File: src/inc/timer_consts.svh
// Register offsets, field positions, reset values and edge codes of the capture/compare timer.
// Assumes an APB slave with 32-bit data and word-aligned byte addresses.
`ifndef TIMER_CONSTS_SVH
`define TIMER_CONSTS_SVH
`define ADDR_MODE_CTRL 12'h000
`define ADDR_OUT_CTRL 12'h004
`define ADDR_CAP_CTRL 12'h008
`define ADDR_COUNT 12'h00c
`define ADDR_CAPCMP_A 12'h010
`define ADDR_CAPCMP_B 12'h014
`define ADDR_STATUS 12'h018
`define MODE_LSB 0
`define MODE_MSB 1
`define OVF_BIT 2
`define OUT_ENABLE_BIT 0
`define OSP_ENABLE_BIT 1
`define OSP_TRIGGER_BIT 2
`define OUT_INV_A_BIT 3
`define OUT_INV_B_BIT 4
`define EDGE_A_LSB 0
`define EDGE_A_MSB 1
`define EDGE_B_LSB 2
`define EDGE_B_MSB 3
`define CAPA_SEL_BIT 4
`define CAPA_CAPTURE_BIT 5
`define CAPB_CAPTURE_BIT 6
`define STAT_IRQ_A_BIT 0
`define STAT_IRQ_B_BIT 1
`define STAT_PIN_BIT 2
`define STAT_PULSE_BUSY_BIT 3
`define COUNT_ZERO 16'h0000
`define COUNT_MAX 16'hffff
`define EDGE_FALL 2'h0
`define EDGE_RISE 2'h1
`define EDGE_BOTH 2'h3
`endif

File: src/inc/timer_pkg.sv
// Types shared by the timer core and its edge detector.
// Assumes nothing beyond the consts header.
package timer_pkg;
    typedef enum logic [1:0] {
        MODE_STOP,
        MODE_FREE,
        MODE_EDGE_CLEAR,
        MODE_MATCH_CLEAR
    } op_mode_type;
    typedef enum {
        PULSE_IDLE,
        PULSE_ACTIVE
    } pulse_state_type;
endpackage

File: src/inc/edge_if.sv
// Interface between the trigger edge detector and the timer core.
// Assumes both ends sit on the same clock.
interface edge_if;
    logic [1:0] edge_sel_a;
    logic [1:0] edge_sel_b;
    logic valid_a;
    logic opposite_a;
    logic valid_b;
    modport detector (input edge_sel_a, input edge_sel_b, output valid_a, output opposite_a, output valid_b);
    modport core (output edge_sel_a, output edge_sel_b, input valid_a, input opposite_a, input valid_b);
endinterface

File: src/core/trigger_edges.sv
// Synchronises the two trigger pins and reports valid edges of both and opposite edges of pin A.
// Assumes the pins are asynchronous to the system clock.
`include "timer_consts.svh"
module trigger_edges
    import timer_pkg::*;
(
    // Clock and reset.
    input wire logic clk,
    input wire logic reset,
    // Raw trigger pins.
    input wire logic pin_a,
    input wire logic pin_b,
    // Edge reports.
    edge_if.detector edges
);
    logic [2:0] sync_a_r;
    logic [2:0] sync_b_r;
    logic level_a_r;
    logic level_b_r;
    logic rise_a;
    logic fall_a;
    logic rise_b;
    logic fall_b;

    function automatic logic is_valid(input logic [1:0] sel, input logic rise, input logic fall);
        case (sel)
            `EDGE_FALL: is_valid = fall;
            `EDGE_RISE: is_valid = rise;
            `EDGE_BOTH: is_valid = rise | fall;
            default: is_valid = 1'b0;
        endcase
    endfunction

    // A change counts only once the second and third stages agree, which filters a one-stage glitch.
    always_ff @(posedge clk) begin
        if (reset) begin
            sync_a_r <= 3'h0;
            sync_b_r <= 3'h0;
            level_a_r <= 1'b0;
            level_b_r <= 1'b0;
        end else begin
            sync_a_r <= {sync_a_r[1:0], pin_a};
            sync_b_r <= {sync_b_r[1:0], pin_b};
            if (sync_a_r[1] == sync_a_r[2]) begin
                level_a_r <= sync_a_r[2];
            end
            if (sync_b_r[1] == sync_b_r[2]) begin
                level_b_r <= sync_b_r[2];
            end
        end
    end

    always_comb begin
        rise_a = (sync_a_r[1] == sync_a_r[2]) && sync_a_r[2] && !level_a_r;
        fall_a = (sync_a_r[1] == sync_a_r[2]) && !sync_a_r[2] && level_a_r;
        rise_b = (sync_b_r[1] == sync_b_r[2]) && sync_b_r[2] && !level_b_r;
        fall_b = (sync_b_r[1] == sync_b_r[2]) && !sync_b_r[2] && level_b_r;
    end

    assign edges.valid_a = is_valid(edges.edge_sel_a, rise_a, fall_a);
    assign edges.valid_b = is_valid(edges.edge_sel_b, rise_b, fall_b);
    // With both edges selected there is no opposite edge, so opposite reports nothing.
    assign edges.opposite_a = (edges.edge_sel_a == `EDGE_RISE) ? fall_a :
                              (edges.edge_sel_a == `EDGE_FALL) ? rise_a : 1'b0;
endmodule

File: src/core/capture_timer.sv
// 16-bit capture/compare timer with programmable pulse, single pulse and width capture.
// Assumes an APB master on the system clock and asynchronous trigger pins.
//
// Decided for this implementation: the APB slave port and the placing of the registers.
`include "timer_consts.svh"
module capture_timer
    import timer_pkg::*;
#(
    parameter int WIDTH = 16
) (
    // Clock and reset.
    input wire logic CLK_SYS,
    input wire logic RESET,
    // APB slave.
    input wire logic PSEL,
    input wire logic PENABLE,
    input wire logic PWRITE,
    input wire logic [11:0] PADDR,
    input wire logic [31:0] PWDATA,
    output logic [31:0] PRDATA,
    output logic PREADY,
    output logic PSLVERR,
    // Trigger pins.
    input wire logic TRIGGER_INPUT_A,
    input wire logic TRIGGER_INPUT_B,
    // Pulse pin and match or capture requests.
    output logic PULSE_OUTPUT_PIN,
    output logic MATCH_CAPTURE_IRQ_A,
    output logic MATCH_CAPTURE_IRQ_B
);
    edge_if edges ();

    op_mode_type op_mode_r;
    pulse_state_type pulse_state_r;
    logic [WIDTH-1:0] count_register_r;
    logic [WIDTH-1:0] capcmp_reg_a_r;
    logic [WIDTH-1:0] capcmp_reg_b_r;
    logic overflow_flag_r;
    logic out_enable_r;
    logic single_pulse_enable_r;
    logic out_inv_a_r;
    logic out_inv_b_r;
    logic [1:0] edge_sel_a_r;
    logic [1:0] edge_sel_b_r;
    logic capa_sel_r;
    logic capa_capture_r;
    logic capb_capture_r;
    logic pin_r;
    logic irq_a_r;
    logic irq_b_r;
    logic [31:0] prdata_r;

    logic wr_en;
    logic rd_en;
    logic running;
    logic osp_mode;
    logic osp_trig;
    logic match_a;
    logic match_b;
    logic cap_a_evt;
    logic cap_b_evt;
    logic clear_count;
    logic wrap;
    logic [WIDTH-1:0] count_nxt;
    logic osp_end;
    logic pin_nxt;
    logic [31:0] read_val;

    // One decoder for every register strobe keeps the address compare in a single place.
    function automatic logic hits(input logic strobe, input logic [11:0] addr, input logic [11:0] want);
        hits = strobe && addr == want;
    endfunction

    trigger_edges u_edges (
        .clk(CLK_SYS),
        .reset(RESET),
        .pin_a(TRIGGER_INPUT_A),
        .pin_b(TRIGGER_INPUT_B),
        .edges(edges.detector)
    );

    assign edges.edge_sel_a = edge_sel_a_r;
    assign edges.edge_sel_b = edge_sel_b_r;

    // Every access completes in its first access cycle, so pready is tied high.
    assign PREADY = 1'b1;
    assign PSLVERR = 1'b0;
    assign PRDATA = prdata_r;
    assign wr_en = PSEL && PENABLE && PWRITE;
    assign rd_en = PSEL && !PENABLE && !PWRITE;

    assign running = (op_mode_r != MODE_STOP);
    assign osp_mode = single_pulse_enable_r &&
                      (op_mode_r == MODE_FREE || op_mode_r == MODE_EDGE_CLEAR);
    // The pin edge does double duty in mode 10, but only once the single pulse is enabled.
    assign osp_trig = running && osp_mode &&
                      ((hits(wr_en, PADDR, `ADDR_OUT_CTRL) && PWDATA[`OSP_TRIGGER_BIT]) ||
                       edges.valid_a);
    assign match_a = running && !capa_capture_r && count_register_r == capcmp_reg_a_r;
    assign match_b = running && !capb_capture_r && count_register_r == capcmp_reg_b_r;
    assign cap_a_evt = running && capa_capture_r &&
                       (capa_sel_r ? edges.valid_b : edges.opposite_a);
    assign cap_b_evt = running && capb_capture_r && edges.valid_a;
    assign clear_count = osp_trig ||
                         (op_mode_r == MODE_EDGE_CLEAR && edges.valid_a) ||
                         (op_mode_r == MODE_MATCH_CLEAR && match_a);
    assign wrap = running && !clear_count && count_register_r == `COUNT_MAX;
    // The pulse ends at whichever compare value the count reaches later.
    assign osp_end = (capcmp_reg_a_r > capcmp_reg_b_r) ? match_a : match_b;

    always_comb begin
        count_nxt = count_register_r;
        if (!running) begin
            count_nxt = `COUNT_ZERO;
        end else if (clear_count) begin
            count_nxt = `COUNT_ZERO;
        end else begin
            count_nxt = count_register_r + 1'b1;
        end
    end

    always_ff @(posedge CLK_SYS) begin
        if (RESET) begin
            count_register_r <= `COUNT_ZERO;
        end else begin
            count_register_r <= count_nxt;
        end
    end

    // A wrap by match at the maximum value counts as overflow too; the set beats a clear in the same cycle.
    always_ff @(posedge CLK_SYS) begin
        if (RESET) begin
            overflow_flag_r <= 1'b0;
        end else if (wrap || (op_mode_r == MODE_MATCH_CLEAR && match_a && count_register_r == `COUNT_MAX)) begin
            overflow_flag_r <= 1'b1;
        end else if (hits(wr_en, PADDR, `ADDR_MODE_CTRL) && !PWDATA[`OVF_BIT]) begin
            overflow_flag_r <= 1'b0;
        end
    end

    always_ff @(posedge CLK_SYS) begin
        if (RESET) begin
            op_mode_r <= MODE_STOP;
        end else if (hits(wr_en, PADDR, `ADDR_MODE_CTRL)) begin
            op_mode_r <= op_mode_type'(PWDATA[`MODE_MSB:`MODE_LSB]);
        end
    end

    always_ff @(posedge CLK_SYS) begin
        if (RESET) begin
            out_enable_r <= 1'b0;
        end else if (hits(wr_en, PADDR, `ADDR_OUT_CTRL)) begin
            out_enable_r <= PWDATA[`OUT_ENABLE_BIT];
        end
    end

    always_ff @(posedge CLK_SYS) begin
        if (RESET) begin
            single_pulse_enable_r <= 1'b0;
        end else if (hits(wr_en, PADDR, `ADDR_OUT_CTRL)) begin
            single_pulse_enable_r <= PWDATA[`OSP_ENABLE_BIT];
        end
    end

    // The inversion bits steer the pin only in free-running and edge-clear modes without a single pulse.
    always_ff @(posedge CLK_SYS) begin
        if (RESET) begin
            out_inv_a_r <= 1'b0;
        end else if (hits(wr_en, PADDR, `ADDR_OUT_CTRL)) begin
            out_inv_a_r <= PWDATA[`OUT_INV_A_BIT];
        end
    end

    always_ff @(posedge CLK_SYS) begin
        if (RESET) begin
            out_inv_b_r <= 1'b0;
        end else if (hits(wr_en, PADDR, `ADDR_OUT_CTRL)) begin
            out_inv_b_r <= PWDATA[`OUT_INV_B_BIT];
        end
    end

    always_ff @(posedge CLK_SYS) begin
        if (RESET) begin
            edge_sel_a_r <= `EDGE_FALL;
        end else if (hits(wr_en, PADDR, `ADDR_CAP_CTRL)) begin
            edge_sel_a_r <= PWDATA[`EDGE_A_MSB:`EDGE_A_LSB];
        end
    end

    always_ff @(posedge CLK_SYS) begin
        if (RESET) begin
            edge_sel_b_r <= `EDGE_FALL;
        end else if (hits(wr_en, PADDR, `ADDR_CAP_CTRL)) begin
            edge_sel_b_r <= PWDATA[`EDGE_B_MSB:`EDGE_B_LSB];
        end
    end

    always_ff @(posedge CLK_SYS) begin
        if (RESET) begin
            capa_sel_r <= 1'b0;
        end else if (hits(wr_en, PADDR, `ADDR_CAP_CTRL)) begin
            capa_sel_r <= PWDATA[`CAPA_SEL_BIT];
        end
    end

    always_ff @(posedge CLK_SYS) begin
        if (RESET) begin
            capa_capture_r <= 1'b0;
        end else if (hits(wr_en, PADDR, `ADDR_CAP_CTRL)) begin
            capa_capture_r <= PWDATA[`CAPA_CAPTURE_BIT];
        end
    end

    always_ff @(posedge CLK_SYS) begin
        if (RESET) begin
            capb_capture_r <= 1'b0;
        end else if (hits(wr_en, PADDR, `ADDR_CAP_CTRL)) begin
            capb_capture_r <= PWDATA[`CAPB_CAPTURE_BIT];
        end
    end

    // Capture wins over a software write landing in the same cycle, since the event cannot repeat.
    always_ff @(posedge CLK_SYS) begin
        if (RESET) begin
            capcmp_reg_a_r <= `COUNT_ZERO;
        end else if (cap_a_evt) begin
            capcmp_reg_a_r <= count_register_r;
        end else if (hits(wr_en, PADDR, `ADDR_CAPCMP_A)) begin
            capcmp_reg_a_r <= PWDATA[WIDTH-1:0];
        end
    end

    always_ff @(posedge CLK_SYS) begin
        if (RESET) begin
            capcmp_reg_b_r <= `COUNT_ZERO;
        end else if (cap_b_evt) begin
            capcmp_reg_b_r <= count_register_r;
        end else if (hits(wr_en, PADDR, `ADDR_CAPCMP_B)) begin
            capcmp_reg_b_r <= PWDATA[WIDTH-1:0];
        end
    end

    // Requests are one-cycle pulses; an external controller latches them.
    always_ff @(posedge CLK_SYS) begin
        if (RESET) begin
            irq_a_r <= 1'b0;
        end else begin
            irq_a_r <= match_a || cap_a_evt;
        end
    end

    always_ff @(posedge CLK_SYS) begin
        if (RESET) begin
            irq_b_r <= 1'b0;
        end else begin
            irq_b_r <= match_b || cap_b_evt;
        end
    end

    // The busy state gates the single-pulse toggles and shows in status; a retrigger during it is the caller's fault and restarts.
    always_ff @(posedge CLK_SYS) begin
        if (RESET) begin
            pulse_state_r <= PULSE_IDLE;
        end else begin
            case (pulse_state_r)
                PULSE_IDLE: begin
                    if (osp_trig) begin
                        pulse_state_r <= PULSE_ACTIVE;
                    end
                end
                PULSE_ACTIVE: begin
                    if (!osp_mode || osp_end) begin
                        pulse_state_r <= PULSE_IDLE;
                    end
                end
                default: pulse_state_r <= PULSE_IDLE;
            endcase
        end
    end

    // Pulse mode sets the pin at the restart and drops it after B plus one clocks.
    // A single pulse toggles only while armed, so a later wrap past the compare values stays quiet.
    always_comb begin
        pin_nxt = pin_r;
        if (!running || !out_enable_r) begin
            pin_nxt = 1'b0;
        end else if (op_mode_r == MODE_MATCH_CLEAR) begin
            if (match_a) begin
                pin_nxt = 1'b1;
            end else if (match_b) begin
                pin_nxt = 1'b0;
            end
        end else if (osp_mode) begin
            if (pulse_state_r == PULSE_ACTIVE && (match_a != match_b)) begin
                pin_nxt = ~pin_r;
            end
        end else if ((match_a && out_inv_a_r) != (match_b && out_inv_b_r)) begin
            pin_nxt = ~pin_r;
        end
    end

    always_ff @(posedge CLK_SYS) begin
        if (RESET) begin
            pin_r <= 1'b0;
        end else begin
            pin_r <= pin_nxt;
        end
    end
    assign PULSE_OUTPUT_PIN = pin_r;
    assign MATCH_CAPTURE_IRQ_A = irq_a_r;
    assign MATCH_CAPTURE_IRQ_B = irq_b_r;

    // The count is only sampled here, never touched, so a read cannot disturb counting.
    always_comb begin
        case (PADDR)
            `ADDR_MODE_CTRL: read_val = {29'h0, overflow_flag_r, op_mode_r};
            `ADDR_OUT_CTRL: read_val = {27'h0, out_inv_b_r, out_inv_a_r, 1'b0,
                                        single_pulse_enable_r, out_enable_r};
            `ADDR_CAP_CTRL: read_val = {25'h0, capb_capture_r, capa_capture_r, capa_sel_r,
                                        edge_sel_b_r, edge_sel_a_r};
            `ADDR_COUNT: read_val = {16'h0, count_register_r};
            `ADDR_CAPCMP_A: read_val = {16'h0, capcmp_reg_a_r};
            `ADDR_CAPCMP_B: read_val = {16'h0, capcmp_reg_b_r};
            `ADDR_STATUS: read_val = {28'h0, pulse_state_r == PULSE_ACTIVE, pin_r, irq_b_r, irq_a_r};
            default: read_val = 32'h0;
        endcase
    end

    // Read data is latched in the setup cycle and stands through the access phase.
    always_ff @(posedge CLK_SYS) begin
        if (RESET) begin
            prdata_r <= 32'h0;
        end else if (rd_en) begin
            prdata_r <= read_val;
        end
    end
endmodule

File: config.mk
export PLATFORM = sky130hd
export DESIGN_NAME = capture_timer
export DESIGN_NICKNAME = d
export VERILOG_FILES = /design/src/inc/timer_pkg.sv /design/src/inc/edge_if.sv /design/src/core/trigger_edges.sv /design/src/core/capture_timer.sv
export VERILOG_INCLUDE_DIRS = /design/src /design/src/inc
export SDC_FILE = /design/constraint.sdc
export NUM_CORES = 1
export LEC_CHECK = 0
export ABC_AREA = 1
export BUFFER_PORTS_ARGS = -buffer_cell sky130_fd_sc_hd__buf_2
export CORE_ASPECT_RATIO = 0.75
export CORE_UTILIZATION = 52
export CTS_CLUSTER_DIAMETER = 60
export DETAILED_ROUTE_END_ITERATION = 8
export PLACE_DENSITY_LB_ADDON = 0.2
export SYNTH_ARGS = -nofsm -noshare
export SYNTH_HDL_FRONTEND = slang
export SYNTH_SLANG_ARGS = --single-unit
File: constraint.sdc
create_clock -name CLK_SYS -period 1.85 [get_ports CLK_SYS]
set_input_delay 0.37 -clock CLK_SYS [delete_from_list [all_inputs] [get_ports CLK_SYS]]
set_output_delay 0.37 -clock CLK_SYS [all_outputs]
set_load 0.1 [all_outputs]
==> out/results.ini <==
[sta]
min_period_ns=1.91
max_slew.worst_pin.slew_ns=0.707
relSlewSlack=0.528
maxSlewViolCount=0
rsz0062_at_grt=true
fin_ws_ns=-0.0588
setup_viol=9
min_period_over_period=1.03
finalHoldViolCount=0
fin_worst_skew_ns=0.00671
fmax_mhz=524

[cells_and_area]
drive_gt1_frac=0.322
final_area_sq_um=7450
final_util=0.727
finalNetCount=1038
num_antenna_cells=0
area_delta_synth_final_pct=35.9

[yosys]
synth_top_family_by_area=simple AND/OR/NAND/NOR gates
synth_edf_count=0
synth_area_sq_um=5480
yosys.cell_count.top_type=nand2_1
syn_inst=813
ys_seq_area_frac=0.329
synthAdderAreaFrac=0.0570
async_flop_share=0
syn_area_per_cell_sq_um=6.75
yosysUniqueCellTypes=39
synth-seq-cells=90
synthTopCellsByArea=dfxtp_1 33%, nand2_1 13%, inv_1 6.8%
synth_top_area_frac=0.329
yosys_warnings=0
synthMuxAreaShare=0
synth_xor_area_frac=0.00958
synth_compound_area_frac=0.177
synth_area_leader_cell=dfxtp_1
ys.flop_type=dfxtp_1
synthSimpleGateAreaFrac=0.301
synth_common_cells=197 x nand2_1, 100 x inv_1, 90 x dfxtp_1

[clocking]
clock_sinks=90
cts_tree=done
clk_pin_slew_ns=0.07
h-tree-depth=3
clk_latency_ns=0.35
cts_buffers=9
cts-root-buf=clkbuf_16
max-clock-path-buffers=2

[routing]
vias=6275
wl_um=19500
first_iter_violations=548
dr.pass1.iters=7
drtAntennaViolNets=0
drc=0
wl_per_cell_um=17.7
vias_per_cell=5.69

[pwr]
p_leak_nw=3.07
power_density_nw_per_um2=543
vdd_drop_max_v=0.000522
p_total_mw=4.04

[run_status]
violations=negative setup slack
outcome=finished with violations

[floorplan]
num_rows=32
dieArea_sq_um=11000
io_pins=88
fp.coreArea_sq_um=10200
initial_core_util=0.535
die_w_um=121
fp.dieH_um=90.9

[placed_design]
place_area_sq_um=6480
port_buffers=53
hpwl_um=13200
gp_congestion=0.937

[worst_setup_path]
r2r_start=count_register_r[13]
required_ns=2.10
path_class=flip-flop to flip-flop
critPathLaunchType=flip-flop
cp-end-kind=flip-flop
reg2reg_to=PULSE_OUTPUT_PIN
r2r_slack_ns=-0.06
r2r_cells=13
arrival_ns=2.16
critPathMaxFanout=3

[global_route]
grt_antenna_before_repair=0
first_global_vias=5833
grt_remaining_overflow=0
grt_pass1_wl_um=28800
grt_use_total=0.338
grt_start_max_net_pins=45

[hold_path]
hold_end=u_edges.sync_a_r[0]
worstHoldPathCells=3
min-delay-start=TRIGGER_INPUT_A
hp-class=primary input to flip-flop

[flow_run]
maxCapViolCount=0

timing repair:
item / CTS / global route
gates resized for setup: 21 / 94
endpoints found under the hold margin: 0 / 0
pin swaps: 11 / 21
hold buffers: 0 / 0
cloned: 0 / 6
setup buffers: 1 / 13
endpoints found under the setup margin: 16 / 51
kinds of logic (layout without fill, tap and decap cells):
kind of cell | Yosys count | after routing
compound gates | 167 | 167
xor+xnor | 6 | 6
fa+ha+maj | 25 | 25
buf+inv | 155 | 291
flops | 90 | 90
other cells | 2 | 18
simple gates | 368 | 370
through the flow:
| step | instances | TNS (ns) | setup slack [ns] | hold slack [ns] |
|---|---|---|---|---|
| after global routing | 1103 | -1.25 | -0.171 | 0.241 |
| final | 1103 | -0.272 | -0.0588 | 0.220 |
| after detailed placement | 1067 | -2.71 | -0.222 | 0.395 |
| after floorplan | 829 | 0 | 0.00158 | 0.388 |
| after global placement | 1067 | -0.712 | -0.144 | 0.390 |
| after CTS | 1084 | -0.0272 | -0.0272 | 0.218 |
state kept, by name, indices dropped and copies added (netlist names), 2 cells and up:
register	cells
capcmp_reg_b_r	16
edge_sel_a_r	2
edge_sel_b_r	2
PRDATA	16
capcmp_reg_a_r	16
count_register_r	16
op_mode_r	2
u_edges.sync_a_r	3
u_edges.sync_b_r	3
per-layer routing:
metal  vias to the layer above  wire, um  GRT usage
met5                         -         0          0
met4                         0       599      0.112
met3                        64      2350     0.0867
met2                       396      8300      0.513
met1                      2864      8300      0.466
li1                       2951         -          -
area by class of cell:
class / count / area [sq um]
clock inverters: 7 / 51.3
flip-flops and latches: 90 / 1830
multi-input cells: 586 / 3490
clock buffers: 9 / 225
fillers: 853 / 2800
repair buffers: 162 / 1260
well taps: 136 / 170
inverters: 113 / 432
critical path: stages, from the launching register on:
cell and delay (ns):
dfxtp_1 0.33, buf_4 0.14, nand2_1 0.06, o21ai_0 0.08
nor2_1 0.16, nand2_2 0.12, nor2_4 0.15, nand3_4 0.10
ha_4 0.28, nand2_2 0.04, a22oi_2 0.13, nand3_1 0.10
nand2_1 0.07, nor2_1 0.04
cell usage in the layout, fill, tap and decap left out, types with 3 or more instances in the layout:
master / instances
nor2_2: 17
nand4_1: 15
o21ai_0: 30
nor2_1: 65
nand2_8: 3
clkbuf_16: 11
conb_1: 18
nand3_4: 4
nand2_4: 3
a31oi_1: 17
nor2_4: 6
buf_4: 91
xor2_1: 6
nand2_1: 192
dfxtp_1: 73
a21oi_2: 5
ha_4: 4
o21ai_1: 5
nor3_4: 3
inv_1: 92
nor3_2: 8
buf_6: 7
nand3_1: 18
inv_2: 19
buf_2: 53
o221ai_2: 13
nand2_2: 5
nor3_1: 8
dfxtp_2: 16
o22ai_1: 16
a21oi_1: 68
ha_1: 20
nand3_2: 18
buf_12: 9
o221ai_1: 6
where the power goes:
part	internal [mW]	switching (mW)	leakage [nW]
logic	0.0675	0.275	2.20
clock network	0.918	0.837	0.132
registers	1.94	0.00404	0.734
total	2.93	1.12	3.07
worst max-delay path by stage:
| stage | start | to | slack, ns | cells past startpoint |
|---|---|---|---|---|
| 4_1_cts | op_mode_r[1] | PULSE_OUTPUT_PIN | -0.03 | 14 |
| 3_3_place_gp | count_register_r[0] | overflow_flag_r | -0.14 | 12 |
| 3_5_place_dp | count_register_r[0] | overflow_flag_r | -0.22 | 12 |
| 5_1_grt | capcmp_reg_a_r[14] | PULSE_OUTPUT_PIN | -0.17 | 13 |
| 6_report | count_register_r[13] | PULSE_OUTPUT_PIN | -0.06 | 13 |
| 2_1_floorplan | op_mode_r[0] | PULSE_OUTPUT_PIN | 0.002 | 14 |
(Power assumes the default switching activity.)
